## src/verilog/vbp_defs.vh

```
`ifndef VBP_DEFS_VH
`define VBP_DEFS_VH
`define VBP_ADDR_OPTION_AND_GROUP_SELECT   8'hFB
`define VBP_ADDR_SLOT0     8'hFC
`define VBP_ADDR_SLOT1     8'hFD
`define VBP_ADDR_SLOT2     8'hFE
`define VBP_ADDR_SLOT3     8'hFF
`define VBP_OPTION_AND_GROUP_SELECT_RESET  8'h00
`define VBP_BIT_POL        7
`define VBP_BIT_NBF        6
`define VBP_BIT_SUSP       5
`define VBP_BIT_LOOP       4
`define VBP_GRP_MSB        3
`define VBP_GRP_DMA        4'h0
`define VBP_GRP_FILT_BIT   3
`define VBP_FILTER_REGS    32
`endif

```

## src/verilog/vbp_option_and_group_select_regs.v

```verilog
`timescale 1ns/1ns
`default_nettype none
`include "vbp_defs.vh"

// How it works
// - polarity bit selects receive input inversion
// - form bit swaps long and short symbols
// - suspend off: DMA outranks own interrupts
// - suspend on: DMA held while fault flags
// - suspend affects only this block's arbitration
// - loopback feeds tx to rx, pin passive
// - loopback ignores external receive pin
// - group field selects one of nine groups
// - group zero DMA pointers, 1xxx filter quad
// - option_and_group_select register resets to zero
// - slot registers left uninitialised on reset
// - rx address field holds pointer address
// - rx bit 0 selects segment register
// - counter field points to counter or pair
// - counter bit 0 selects register file
// - tx address field holds source pointer
// - tx bit 0 selects segment register
// - counter zero sets pending, clears mask
// - filter bit index equals identifier byte
module vbp_option_and_group_select_regs #(
    parameter NFILT = `VBP_FILTER_REGS
) (
    input  wire       CLK_I,          // core clock
    input  wire       RST_I,          // async reset, high
    input  wire [7:0] ADDR_I,         // register page address
    input  wire [7:0] WDATA_I,        // write data
    input  wire       WR_I,           // write strobe
    input  wire       RD_I,           // read strobe
    output reg  [7:0] RDATA_O,        // read data
    input  wire       BUS_RX_INPUT_I, // external receive pin
    input  wire       CORE_TX_I,      // internal transmit from encoder
    input  wire       TX_PASSIVE_I,   // passive level of transmit pin
    output reg        BUS_TX_OUTPUT_O,// external transmit pin
    output reg        CORE_RX_O,      // normalised receive to decoder
    output reg        NB0_LONG_O,     // norm bit zero uses long symbol
    input  wire       ERR_FLAG_I,     // error status flag
    input  wire       TLA_FLAG_I,     // lost arbitration flag
    input  wire       RX_DMA_REQ_I,   // raw receive DMA request
    input  wire       TX_DMA_REQ_I,   // raw transmit DMA request
    input  wire       RX_TC_ZERO_I,   // rx counter reached zero (pulse)
    input  wire       TX_TC_ZERO_I,   // tx counter reached zero (pulse)
    input  wire       RX_EOB_CLR_I,   // software clears rx pending
    input  wire       TX_EOB_CLR_I,   // software clears tx pending
    input  wire       RX_DMA_EN_SET_I,// software sets rx DMA mask
    input  wire       TX_DMA_EN_SET_I,// software sets tx DMA mask
    output reg        RX_DMA_GNT_O,   // rx DMA request to controller
    output reg        TX_DMA_GNT_O,   // tx DMA request to controller
    output reg        DMA_OVER_IRQ_O, // DMA outranks own interrupts
    output reg        RX_EOB_O,       // rx end-of-block pending
    output reg        TX_EOB_O,       // tx end-of-block pending
    output reg        RX_DMA_EN_O,    // rx DMA mask bit
    output reg        TX_DMA_EN_O,    // tx DMA mask bit
    output reg  [7:0] RX_ADDR_PTR_O,  // rx address pointer register
    output reg  [7:0] RX_CNT_PTR_O,   // rx counter pointer register
    output reg  [7:0] TX_ADDR_PTR_O,  // tx address pointer register
    output reg  [7:0] TX_CNT_PTR_O,   // tx counter pointer register
    input  wire [7:0] FILTER_ID_I,    // identifier byte to look up
    output reg        FILTER_HIT_O    // identifier accepted
);

// ==========================================================
// option register
reg  [7:0] option_and_group_select_q;
wire       pol_sel   = option_and_group_select_q[`VBP_BIT_POL];
wire       loop_en   = option_and_group_select_q[`VBP_BIT_LOOP];
wire       susp_en   = option_and_group_select_q[`VBP_BIT_SUSP];
wire [3:0] group_sel = option_and_group_select_q[`VBP_GRP_MSB:0];
wire       grp_dma   = (group_sel == `VBP_GRP_DMA);
wire       grp_filt  = group_sel[`VBP_GRP_FILT_BIT];
wire       grp_valid = grp_dma | grp_filt;
wire       slot_hit  = ((ADDR_I & 8'hFC) == `VBP_ADDR_SLOT0);

always @(posedge CLK_I or posedge RST_I) begin
    if (RST_I) begin
        option_and_group_select_q <= `VBP_OPTION_AND_GROUP_SELECT_RESET;
    end else if (WR_I && ADDR_I == `VBP_ADDR_OPTION_AND_GROUP_SELECT) begin
        option_and_group_select_q <= WDATA_I;
    end
end

// ==========================================================
// stacked registers, no reset
reg [7:0] dma_ptr_q [0:3];
reg [7:0] filt_q    [0:NFILT-1];
wire [4:0] filt_base = {group_sel[2:0], 2'b00};

genvar gi;
generate
    for (gi = 0; gi < 4; gi = gi + 1) begin : g_dma
        always @(posedge CLK_I) begin
            if (WR_I && slot_hit && grp_dma && ADDR_I[1:0] == gi) begin
                dma_ptr_q[gi] <= WDATA_I;
            end
        end
    end
    for (gi = 0; gi < NFILT; gi = gi + 1) begin : g_filt
        always @(posedge CLK_I) begin
            if (WR_I && slot_hit && grp_filt && (filt_base + {3'b000, ADDR_I[1:0]}) == gi) begin
                filt_q[gi] <= WDATA_I;
            end
        end
    end
endgenerate

// ==========================================================
// read path
reg [7:0] rd_d;
always @* begin
    rd_d = 8'h00;
    if (ADDR_I == `VBP_ADDR_OPTION_AND_GROUP_SELECT) begin
        rd_d = option_and_group_select_q;
    end else if (slot_hit && grp_dma) begin
        rd_d = dma_ptr_q[ADDR_I[1:0]];
    end else if (slot_hit && grp_filt) begin
        rd_d = filt_q[filt_base + {3'b000, ADDR_I[1:0]}];
    end else if (slot_hit && !grp_valid) begin
        rd_d = 8'h00;
    end
end

always @(posedge CLK_I or posedge RST_I) begin
    if (RST_I) begin
        RDATA_O <= 8'h00;
    end else if (RD_I) begin
        RDATA_O <= rd_d;
    end
end

// ==========================================================
// line path, symbol form, filter lookup
wire [7:0] filt_byte = filt_q[FILTER_ID_I[7:3]];
always @(posedge CLK_I or posedge RST_I) begin
    if (RST_I) begin
        BUS_TX_OUTPUT_O <= 1'b0;
        CORE_RX_O       <= 1'b0;
        NB0_LONG_O      <= 1'b1;
        FILTER_HIT_O    <= 1'b0;
    end else begin
        BUS_TX_OUTPUT_O <= loop_en ? TX_PASSIVE_I : CORE_TX_I;
        CORE_RX_O       <= loop_en ? CORE_TX_I
                         : (pol_sel ? BUS_RX_INPUT_I : ~BUS_RX_INPUT_I);
        NB0_LONG_O      <= ~option_and_group_select_q[`VBP_BIT_NBF];
        FILTER_HIT_O    <= filt_byte[FILTER_ID_I[2:0]];
    end
end

// ==========================================================
// DMA gating and end of block
wire fault     = ERR_FLAG_I | TLA_FLAG_I;
wire dma_allow = ~(susp_en & fault);
always @(posedge CLK_I or posedge RST_I) begin
    if (RST_I) begin
        RX_DMA_GNT_O   <= 1'b0;
        TX_DMA_GNT_O   <= 1'b0;
        DMA_OVER_IRQ_O <= 1'b1;
        RX_EOB_O       <= 1'b0;
        TX_EOB_O       <= 1'b0;
        RX_DMA_EN_O    <= 1'b0;
        TX_DMA_EN_O    <= 1'b0;
        RX_ADDR_PTR_O  <= 8'h00;
        RX_CNT_PTR_O   <= 8'h00;
        TX_ADDR_PTR_O  <= 8'h00;
        TX_CNT_PTR_O   <= 8'h00;
    end else begin
        DMA_OVER_IRQ_O <= ~susp_en;
        RX_DMA_GNT_O   <= RX_DMA_REQ_I & RX_DMA_EN_O & ~RX_TC_ZERO_I & dma_allow;
        TX_DMA_GNT_O   <= TX_DMA_REQ_I & TX_DMA_EN_O & ~TX_TC_ZERO_I & dma_allow;
        RX_EOB_O       <= RX_TC_ZERO_I | (RX_EOB_O & ~RX_EOB_CLR_I);
        TX_EOB_O       <= TX_TC_ZERO_I | (TX_EOB_O & ~TX_EOB_CLR_I);
        RX_DMA_EN_O    <= ~RX_TC_ZERO_I & (RX_DMA_EN_O | RX_DMA_EN_SET_I);
        TX_DMA_EN_O    <= ~TX_TC_ZERO_I & (TX_DMA_EN_O | TX_DMA_EN_SET_I);
        RX_ADDR_PTR_O  <= dma_ptr_q[0];
        RX_CNT_PTR_O   <= dma_ptr_q[1];
        TX_ADDR_PTR_O  <= dma_ptr_q[2];
        TX_CNT_PTR_O   <= dma_ptr_q[3];
    end
end

endmodule
`default_nettype wire

```

## config.mk

```make
export PLATFORM = sky130hd
export DESIGN_NAME = vbp_option_and_group_select_regs
export DESIGN_NICKNAME = d
export VERILOG_FILES = /design/src/verilog/vbp_option_and_group_select_regs.v
export VERILOG_INCLUDE_DIRS = /design/src /design/src/verilog
export SDC_FILE = /design/constraint.sdc
export NUM_CORES = 1
export LEC_CHECK = 0
export BUFFER_PORTS_ARGS = -buffer_cell sky130_fd_sc_hd__buf_2
export CORE_MARGIN = 2
export CORE_UTILIZATION = 30
export DETAILED_ROUTE_END_ITERATION = 16
export GPL_TIMING_DRIVEN = 0
export PLACE_DENSITY = 0.47
export REMOVE_ABC_BUFFERS = 1
export SLEW_MARGIN = 0
export SYNTH_ARGS = -nofsm -noshare
export SYNTH_HDL_FRONTEND = slang
export SYNTH_SLANG_ARGS = --single-unit
```

## constraint.sdc

```tcl
create_clock -name CLK_I -period 3.6 [get_ports CLK_I]
set_clock_uncertainty 0.05 [all_clocks]
set_input_delay 0.72 -clock CLK_I [delete_from_list [all_inputs] [get_ports CLK_I]]
set_output_delay 0.72 -clock CLK_I [all_outputs]
set_load 0.03 [all_outputs]
```

# Word level (Yosys, flattened, before mapping)
# Memory sizes are Yosys's and may differ from the RTL's. A register that Yosys moved wholly into a read port is not among the register bits.
# Cells that the tools add are included.
# Widths: inputs -> output; s select.
dict set report word_totals {
  wordCells 339
  memories 2
  ram_bits 288
  input_bits 41
  register_bits 27
  output_inout_bits 51
}
# name words word_bits rd rd_ports_with_merged_regs write_ports line
set memory_table {}
lappend memory_table {filt_q 32 8 2 0 1 vbp_option_and_group_select_regs.v:89} ;# reg [7:0] filt_q [0:NFILT-1];
lappend memory_table {dma_ptr_q 4 8 5 4 1 vbp_option_and_group_select_regs.v:88} ;# reg [7:0] dma_ptr_q [0:3];
dict set report op_classes {
  bitwise 24
  n_mux 182
  n_reduce_logical 79
  magnitude_cmp 1
  n_addsub 2
  n_eq_ne 36
}
# cell n
set op_table {}
lappend op_table {{$eq 32x5->1 const B} 15}
lappend op_table {{$mux 8} 37}
lappend op_table {{$reduce_or 8->1} 34}
lappend op_table {{$eq 32x4->1 const B} 8}
lappend op_table {{$mux 5} 31}
lappend op_table {{$eq 32x3->1 const B} 4}
lappend op_table {{$mux 1} 110}
lappend op_table {{$eq 32x2->1 const B} 2}
lappend op_table {{$logic_and 1x1->1} 42}
lappend op_table {{$eq 32x1->1 const B} 1}
lappend op_table {{$logic_not 32->1} 1}
lappend op_table {{$and 1x1->1} 11}
lappend op_table {{$eq 8x8->1 const B} 1}
lappend op_table {{$not 1->1} 8}
lappend op_table {{$add 5x2->6} 1}
lappend op_table {{$eq 6x5->1 const B} 1}
lappend op_table {{$eq 6x6->1 const B} 1}
lappend op_table {{$mux 2} 3}
lappend op_table {{$add 5x2->5} 1}
lappend op_table {{$or 1x1->1} 5}
lappend op_table {{$eq 2x2->1 const B} 2}
lappend op_table {{$logic_not 4->1} 1}
lappend op_table {{$lt 3x4->1 const B} 1}
lappend op_table {{$bmux 1 s3} 1}
lappend op_table {{other kinds (2)} 2}

# Logic depth before layout (Yosys ltp)
# Gate-level depths: netlist of run 1.
dict set report logic_depth {
  word_depth 38
  ltp_mapped 10
  depth_no_buf 7
}

# Least setup slack after synthesis of run 1
# No wires, ideal clock.
dict set report synth_path {
  kind {input -> register}
  from {in ADDR_I[1]}
  to {reg RDATA_O[0]}
  path_slack_ns 0.881
  setup_ns 0.137
  path_buffers 2
  arrival_time_ns 2.532
  required_time_ns 3.413
  stages 8
  cell_sequence {buf_2 buf_1 mux4_2 mux4_2 mux2i_1 nor2_1 a221oi_1 a21oi_1}
}
dict set report synth_via {
  elab_chain_cells 5
  elab_cells_between_ends 7
  classes_between {1 x add/sub; 1 x eq/ne; 3 x mux; 2 x memory}
}
# item line
set synth_rtl {}
lappend synth_rtl {{start, declared} vbp_option_and_group_select_regs.v:30} ;# input wire [7:0] ADDR_I,
lappend synth_rtl {{$add 5x2->5} vbp_option_and_group_select_regs.v:120} ;# rd_d = filt_q[filt_base + {3'b000, ADDR_I[1:0]}];
lappend synth_rtl {{$mem_v2 32x8} n/a}
lappend synth_rtl {{$mux 8} vbp_option_and_group_select_regs.v:119} ;# end else if (slot_hit && grp_filt) begin
lappend synth_rtl {{$mux 8} vbp_option_and_group_select_regs.v:117} ;# end else if (slot_hit && grp_dma) begin
lappend synth_rtl {{$mux 8 (*)} vbp_option_and_group_select_regs.v:115} ;# if (ADDR_I == `VBP_ADDR_OPTION_AND_GROUP_SELECT) begin
lappend synth_rtl {{end signal, assigned} vbp_option_and_group_select_regs.v:130} ;# RDATA_O <= rd_d;
lappend synth_rtl {{end, declared} vbp_option_and_group_select_regs.v:34} ;# output reg [7:0] RDATA_O,
# Mark *: on every way between the ends. The rest lies on a longest branch, timed or not.
# A chain may end at the register's enable or synchronous reset.

# Worst setup path after layout of run 1
dict set report layout_path {
  from {reg option_and_group_select_q[1]}
  to {mem dma_ptr_q[1][1] (enable)}
}
dict set report layout_via {
  elab_chain_cells 9
  elab_cells_between_ends 23
  classes_between {14 x mux; 9 x reduce/logical}
}
# item line
set layout_rtl {}
lappend layout_rtl {{start, declared} vbp_option_and_group_select_regs.v:68} ;# reg [7:0] option_and_group_select_q;
lappend layout_rtl {{start signal, assigned} vbp_option_and_group_select_regs.v:80} ;# option_and_group_select_q <= `VBP_OPTION_AND_GROUP_SELECT_RESET;
lappend layout_rtl {{$logic_not 4->1 (no line) (*)} n/a}
lappend layout_rtl {{$logic_and 1x1->1 (*)} vbp_option_and_group_select_regs.v:96} ;# if (WR_I && slot_hit && grp_dma && ADDR_I[1:0] == gi) begin
lappend layout_rtl {{$logic_and 1x1->1} vbp_option_and_group_select_regs.v:96}
lappend layout_rtl {{$mux 1} vbp_option_and_group_select_regs.v:96}
lappend layout_rtl {{$mux 1 (not written as such)} vbp_option_and_group_select_regs.v:97} ;# dma_ptr_q[gi] <= WDATA_I;
lappend layout_rtl {{$reduce_or 8->1 (no line)} n/a}
lappend layout_rtl {{$mux 2 (no line) / $mux 1 (equally long branches) (3 in series)} n/a}
lappend layout_rtl {{end, declared} vbp_option_and_group_select_regs.v:88}
# Marked as above.

==> results.ini, run 1 <==
[setup_path]
critical_path.top_delay_family=simple AND/OR/NAND/NOR gates
crit_chain=nor2_1 > nor4b_4 > nand2_1 > nor2_1
path_class=flip-flop to flip-flop
path_common_cell=nor2_1
cpMaxStageDelayCell=dfrtp_2
endpoint_kind=flip-flop
arrival_ns=3.44
worstPathMaxFanout=29
crit_required_ns=3.71
cp-start-kind=flip-flop
worst-path-buf-inv=0
slowest_delay_ns=0.74

[outcome]
outcome=complete, no violations

[logic_synthesis]
synth.distinct_cells=52
synthCells=832
synth_top_area_cell=edfxtp_1
avgSynthCellArea_um2=18.3
synth.top_cells.by_count=edfxtp_1, mux4_2, mux2i_1, nor2_1, dfrtp_1
seq_area_frac_synth=0.667
async_flop_share=0.170
synth_edf_count=288
synth_top_area_share=0.570
synthTopCellsByArea=edfxtp_1, mux4_2, dfrtp_1, mux2i_1, nor2_1
yosys_warnings=0
post-synth-top-count-cell=edfxtp_1
ys_ff_latch=347
syn_area_um2=15200
synth_top_flop_cell=edfxtp_1

[floorplan]
dieArea_um2=52400
die_w_um=229
core_area_um2=50100
die_y_um=229
start_util=0.303
pin_count=92
rows=82

[detailed_routing]
final_antenna_net_count=0
drtIter0Drc=806
vias=8261
drc=0
vias_per_cell=5.12
firstDrtPassIters=5
wl_per_cell_um=26.2
drt_wl_total_um=42200

[pwr]
p_per_area_nw_per_um2=510
intPower_mw=6.99
power_mw=8.98
power_frac_seq=0.490
p_leak_nw=5.93
pwr-share-comb=0.067
p_clk_frac=0.443
sw_frac_of_total=0.222
p_sw_mw=1.99
vdd_drop_max_mv=0.267

[clock_tree]
numClockSinks=347
clkTransAtPathRegs_ns=0.06
numCtsBuffers=38
cts_hold_buf=0
cts-root-buf=clkbuf_16
clock_latency_ns=0.54
cts_setup_buffers=0
cts-resized-gates=2
cts_tree=built
clk_path_buf_depth=3
htreeDepth=2

[cells_and_area]
antenna_cells=0
fillerInstances=4778
drive_gt1_frac=0.306
final_nets=954
fin_util=0.352
area_growth_pct=16.0

[timing]
slew_headroom=0.244
rsz0062_at_grt=no
fin_crit_ns=3.33
setup_viol=0
slew_viol_final=0
tightest_slew_ns=1.13
finalCritPeriodShare=0.925
hold_viol_final=0
fmax_mhz=300

[global_route]
grt-ovfl-total=0
grt_pass1_vias=8675
grt_pass1_wl_um=61800
grt_max_degree=47
antenna_found_initial=0
grt_use_total=0.163

[min_path]
worstHoldPathType=primary input to async pin

[job]
maxCapViolations=0

[placement]
io_buffer_count=91
dp_hpwl_um=26100
gp_congestion=0.733

[final cells by class]
type | instances | area, um^2 | share of cell area
sequential | 347 | 10100 | 0.575
multi-input combinational | 422 | 4740 | 0.269
clock buffer | 53 | 1120 | 0.0637
tap | 672 | 841 | 0.0478
timing repair buffer | 96 | 592 | 0.0336
clock inverter | 17 | 153 | 0.00867
inverter | 8 | 30.0 | 0.00171
[cells in the final DEF (no fill, tap or decap), drive strengths merged, types with 3 or more instances in the layout]
cell type	count
inv	8
clkinv	14
edfxtp	288
mux2i	80
a221oi	15
nand2	19
bufinv	3
nor3	10
dfrtp	57
mux4	116
a211oi	4
o21ai	13
a22oi	4
buf	96
clkbuf	53
nand2b	4
nand3	10
a21oi	8
mux2	10
o22ai	28
nor2b	7
nor2	64
[registers in the layout, indices dropped and copies added (netlist names)]
register and cells:
BUS_TX_OUTPUT_O 1, CORE_RX_O 1, DMA_OVER_IRQ_O 1, FILTER_HIT_O 1, NB0_LONG_O 1, RDATA_O 8
RX_ADDR_PTR_O 8, RX_CNT_PTR_O 8, RX_DMA_EN_O 1, RX_DMA_GNT_O 1, RX_EOB_O 1, TX_ADDR_PTR_O 8
TX_CNT_PTR_O 8, TX_DMA_EN_O 1, TX_DMA_GNT_O 1, TX_EOB_O 1, dma_ptr_q 32, filt_q 256
option_and_group_select_q 8
[worst reg2reg max path, stage by stage (launching register included)]
cell and delay (ns):
dfrtp_2 0.74, nor2_1 0.58, nor4b_4 0.62, nand2_1 0.21, nor2_1 0.74
[power groups by stage]
stage / Sequential (mW) / Clock [mW] / Combinational [mW]
after detailed placement: 4.49 / 0 / 0.605
after global placement: 4.49 / 0 / 0.605
after global routing: 4.40 / 4.22 / 0.641
after CTS: 4.40 / 4.06 / 0.607
after floorplan: 4.50 / 0 / 0.256
final: 4.40 / 3.98 / 0.598
[logic make-up after synthesis]
group | count (synthesis) | synth area share
multiplexers | 206 | 0.232
buffers and inverters | 63 | 0.0217
AO/OA/AOI/OAI | 85 | 0.0381
AND/OR/NAND/NOR | 130 | 0.0403
flip-flops | 347 | 0.667
XOR/XNOR | 1 | 0.000577
[worst paths after layout]
path                            slack [ns]  depth (start not counted)                    endpoint                                startpoint
max in group asynchronous             2.72                          3  TX_ADDR_PTR_O[1]$_DFF_PP0_                                     RST_I
min in group CLK_I                    0.32                          0  TX_ADDR_PTR_O[2]$_DFF_PP0_                 dma_ptr_q[2][2]$_DFFE_PP_
worst max register to register        0.27                          4   dma_ptr_q[1][1]$_DFFE_PP_  option_and_group_select_q[1]$_DFFE_PP0P_
worst min register to register        0.32                          0  TX_ADDR_PTR_O[2]$_DFF_PP0_                 dma_ptr_q[2][2]$_DFFE_PP_
worst max-delay path                  0.27                          4   dma_ptr_q[1][1]$_DFFE_PP_  option_and_group_select_q[1]$_DFFE_PP0P_
worst min-delay path                  0.18                          2      TX_DMA_GNT_O$_DFF_PP0_                                     RST_I
[stage by stage]
stage / area [um^2] / TNS (ns) / hold slack, ns / setup WS (ns) / cells
floorplan: 14900 / 0 / 0.299 / 1.01 / 777
global placement: 16200 / -452.81 / 0.313 / -2.95 / 1540
detailed placement: 16300 / -8.97 / 0.310 / -0.623 / 1545
CTS: 17600 / 0 / 0.189 / 0.290 / 1615
global route: 17600 / 0 / 0.210 / 0.0281 / 1615
finish: 17600 / 0 / 0.184 / 0.271 / 1615
[metal layers]
| layer | wire [um] | share of wire | GRT usage |
|---|---|---|---|
| met1 | 18300 | 0.43 | 0.226 |
| met2 | 20600 | 0.49 | 0.268 |
| met3 | 2530 | 0.060 | 0.0261 |
| met4 | 805 | 0.019 | 0.0410 |
| met5 | 0 | 0 | 0 |
No activity file was read; power rests on OpenSTA's default activity.
==> run 2: changes to the inputs <==
--- a/config.mk
+++ b/config.mk
@@ -10,7 +10,7 @@
 export CORE_MARGIN = 2
 export CORE_UTILIZATION = 30
 export DETAILED_ROUTE_END_ITERATION = 16
-export GPL_TIMING_DRIVEN = 0
+export GPL_TIMING_DRIVEN = 1
 export PLACE_DENSITY = 0.47
 export REMOVE_ABC_BUFFERS = 1
 export SLEW_MARGIN = 0
==> results.ini, run 2 (synthesized netlist as in run 1, its figures left out) <==
[setup_path]
worstPathMaxFanout=33  ; +14%
r2r-end=dma_ptr_q[2][3]$_DFFE_PP_
arrival_ns=3.22  ; -0.22 ns
path_class=primary input to flip-flop
cp-start-kind=primary input
endpoint_kind=flip-flop
regToRegSetupSlack_ns=1.02  ; +0.75 ns
reg2reg_depth=7  ; +3
crit_required_ns=3.97  ; +0.26 ns
rr_startpoint=option_and_group_select_q[1]$_DFFE_PP0P_

[cells_and_area]
fin_util=0.361  ; +0.00945
largest_reg_flops=256  ; unchanged
area_growth_pct=19.1
final_nets=1035  ; +8.5%
top_register=filt_q
reg_top3=filt_q x256, dma_ptr_q x32
stdcell_count=1692  ; +4.8%
multiInputGateArea_um2=4730  ; -0.29%
antenna_cells=0  ; unchanged
final_common_cell=edfxtp_1
seqCellArea_um2=10100  ; about the same
drive_gt1_frac=0.356  ; +0.0494
fin_area_um2=18100  ; +2.7%
mostFrequentLayoutCells=edfxtp_1, mux4_2, buf_4, buf_2, mux2i_1
fillerInstances=4709  ; -1.4%

[timing]
rsz0062_at_grt=no
finalCritPeriodShare=0.792  ; -0.133
hold_viol_final=0  ; unchanged
fmax_mhz=351  ; +17%
fin_crit_ns=2.85  ; -0.479 ns
finalSetupTns_ns=0  ; unchanged
slew_viol_final=0  ; unchanged
slew_headroom=0.362  ; +0.118
setup_viol=0  ; unchanged
tightest_slew_ns=0.955  ; -0.174 ns

[pwr]
p_clk_frac=0.431  ; -0.012
power_mw=8.84  ; -1.6%
p_per_area_nw_per_um2=489  ; -4.1%
power_frac_seq=0.497  ; +0.007
p_leak_nw=6.29  ; +6.1%
intPower_mw=6.87  ; -1.8%
pwr-share-comb=0.072  ; +0.005
vdd_drop_max_mv=0.241  ; -9.6%
sw_frac_of_total=0.223  ; +0.00172
p_sw_mw=1.97  ; -0.81%

[global_route]
grt_use_total=0.172  ; +0.00902
grt_max_degree=45  ; -4.3%
grt_pass1_wl_um=65400  ; +5.8%
grt-ovfl-total=0  ; unchanged
antenna_found_initial=0  ; unchanged
grt_pass1_vias=9090  ; +4.8%

[clock_tree]
clkTransAtPathRegs_ns=0.06  ; about the same
clk_path_buf_depth=3  ; unchanged
htreeDepth=2  ; unchanged
clock_latency_ns=0.56  ; +0.02 ns
cts_setup_buffers=0  ; unchanged
cts_tree=built
cts_hold_buf=0  ; unchanged
cts-root-buf=clkbuf_16
cts-resized-gates=0  ; -2
numClockSinks=347  ; unchanged
numCtsBuffers=38  ; unchanged

[floorplan]
die_w_um=229  ; unchanged
rows=82  ; unchanged
pin_count=92  ; unchanged
die_y_um=229  ; unchanged
start_util=0.303  ; unchanged
dieArea_um2=52400  ; unchanged
core_area_um2=50100  ; unchanged

[detailed_routing]
drt_wl_total_um=44700  ; +5.7%
drtIter0Drc=825  ; +2.4%
wl_per_cell_um=26.4  ; +0.90%
final_antenna_net_count=0  ; unchanged
firstDrtPassIters=7  ; +2
drc=0  ; unchanged
vias=8738  ; +5.8%
vias_per_cell=5.16  ; +0.96%

[outcome]
outcome=complete, no violations

[placement]
dp_cells=1626  ; +5.2%
gp_congestion=0.786  ; +7.2%
dp_hpwl_um=30000  ; +15%
dpl_cell_area_um2=16900  ; +3.4%
io_buffer_count=91  ; unchanged

[min_path]
hold_end=RX_DMA_EN_O$_DFF_PP0_
worstHoldPathType=primary input to flip-flop
hold_start=RX_TC_ZERO_I
whs_path_depth=2

[job]
maxCapViolations=0  ; unchanged

run 2: cell types whose count changed in the layout (fill, tap and decap cells not counted), sizes merged:
cell and change:
clkbuf -3, buf +81, bufinv -1
run 2: cell type report:
class	count	area share
sequential	347	0.560
timing repair buffer	177	0.0635
clock inverter	16	0.00699
multi-input combinational	422	0.262
clock buffer	50	0.0597
inverter	8	0.00166
tap	672	0.0465
run 2: critical path, stage by stage:
cell and delay [ns]:
buf_4 0.54, buf_12 0.28, mux4_2 0.54, mux4_2 0.49, mux2i_1 0.17, nor2_1 0.08
a221oi_1 0.24, a21oi_1 0.11
run 2: power by group through the flow:
stage,Clock (mW),Combinational [mW],Sequential (mW)
finish,3.81,0.637,4.39
global route,4.07,0.681,4.39
CTS,3.91,0.647,4.39
detailed placement,0,0.646,4.47
global placement,0,0.640,4.47
floorplan,0,0.256,4.50
run 2: through the flow:
step / hold WS, ns / setup slack [ns]
after detailed placement: 0.309 / 0.141
after CTS: 0.278 / 0.734
after global routing: 0.323 / 0.569
after floorplan: 0.299 / 1.01
after global placement: 0.310 / 0.187
final: 0.311 / 0.750
run 2: worst max-delay path by stage:
stage	slack [ns]	to	cells past startpoint	start
after floorplan	1.01	filt_q[12][0]$_DFFE_PP_	7	ADDR_I[5]
after global routing	0.57	RDATA_O[4]$_DFFE_PP0P_	8	ADDR_I[0]
after global placement	0.19	RDATA_O[4]$_DFFE_PP0P_	8	ADDR_I[0]
after detailed placement	0.14	RDATA_O[4]$_DFFE_PP0P_	8	ADDR_I[0]
after CTS	0.73	RDATA_O[4]$_DFFE_PP0P_	8	ADDR_I[0]
final	0.75	RDATA_O[4]$_DFFE_PP0P_	8	ADDR_I[0]
run 2: routing by layer:
metal	GRT usage	vias to the layer above	share of wire
li1	-	3755	-
met3	0.0281	55	0.060
met1	0.242	4579	0.44
met4	0.0526	0	0.023
met2	0.274	349	0.47
met5	0	-	0
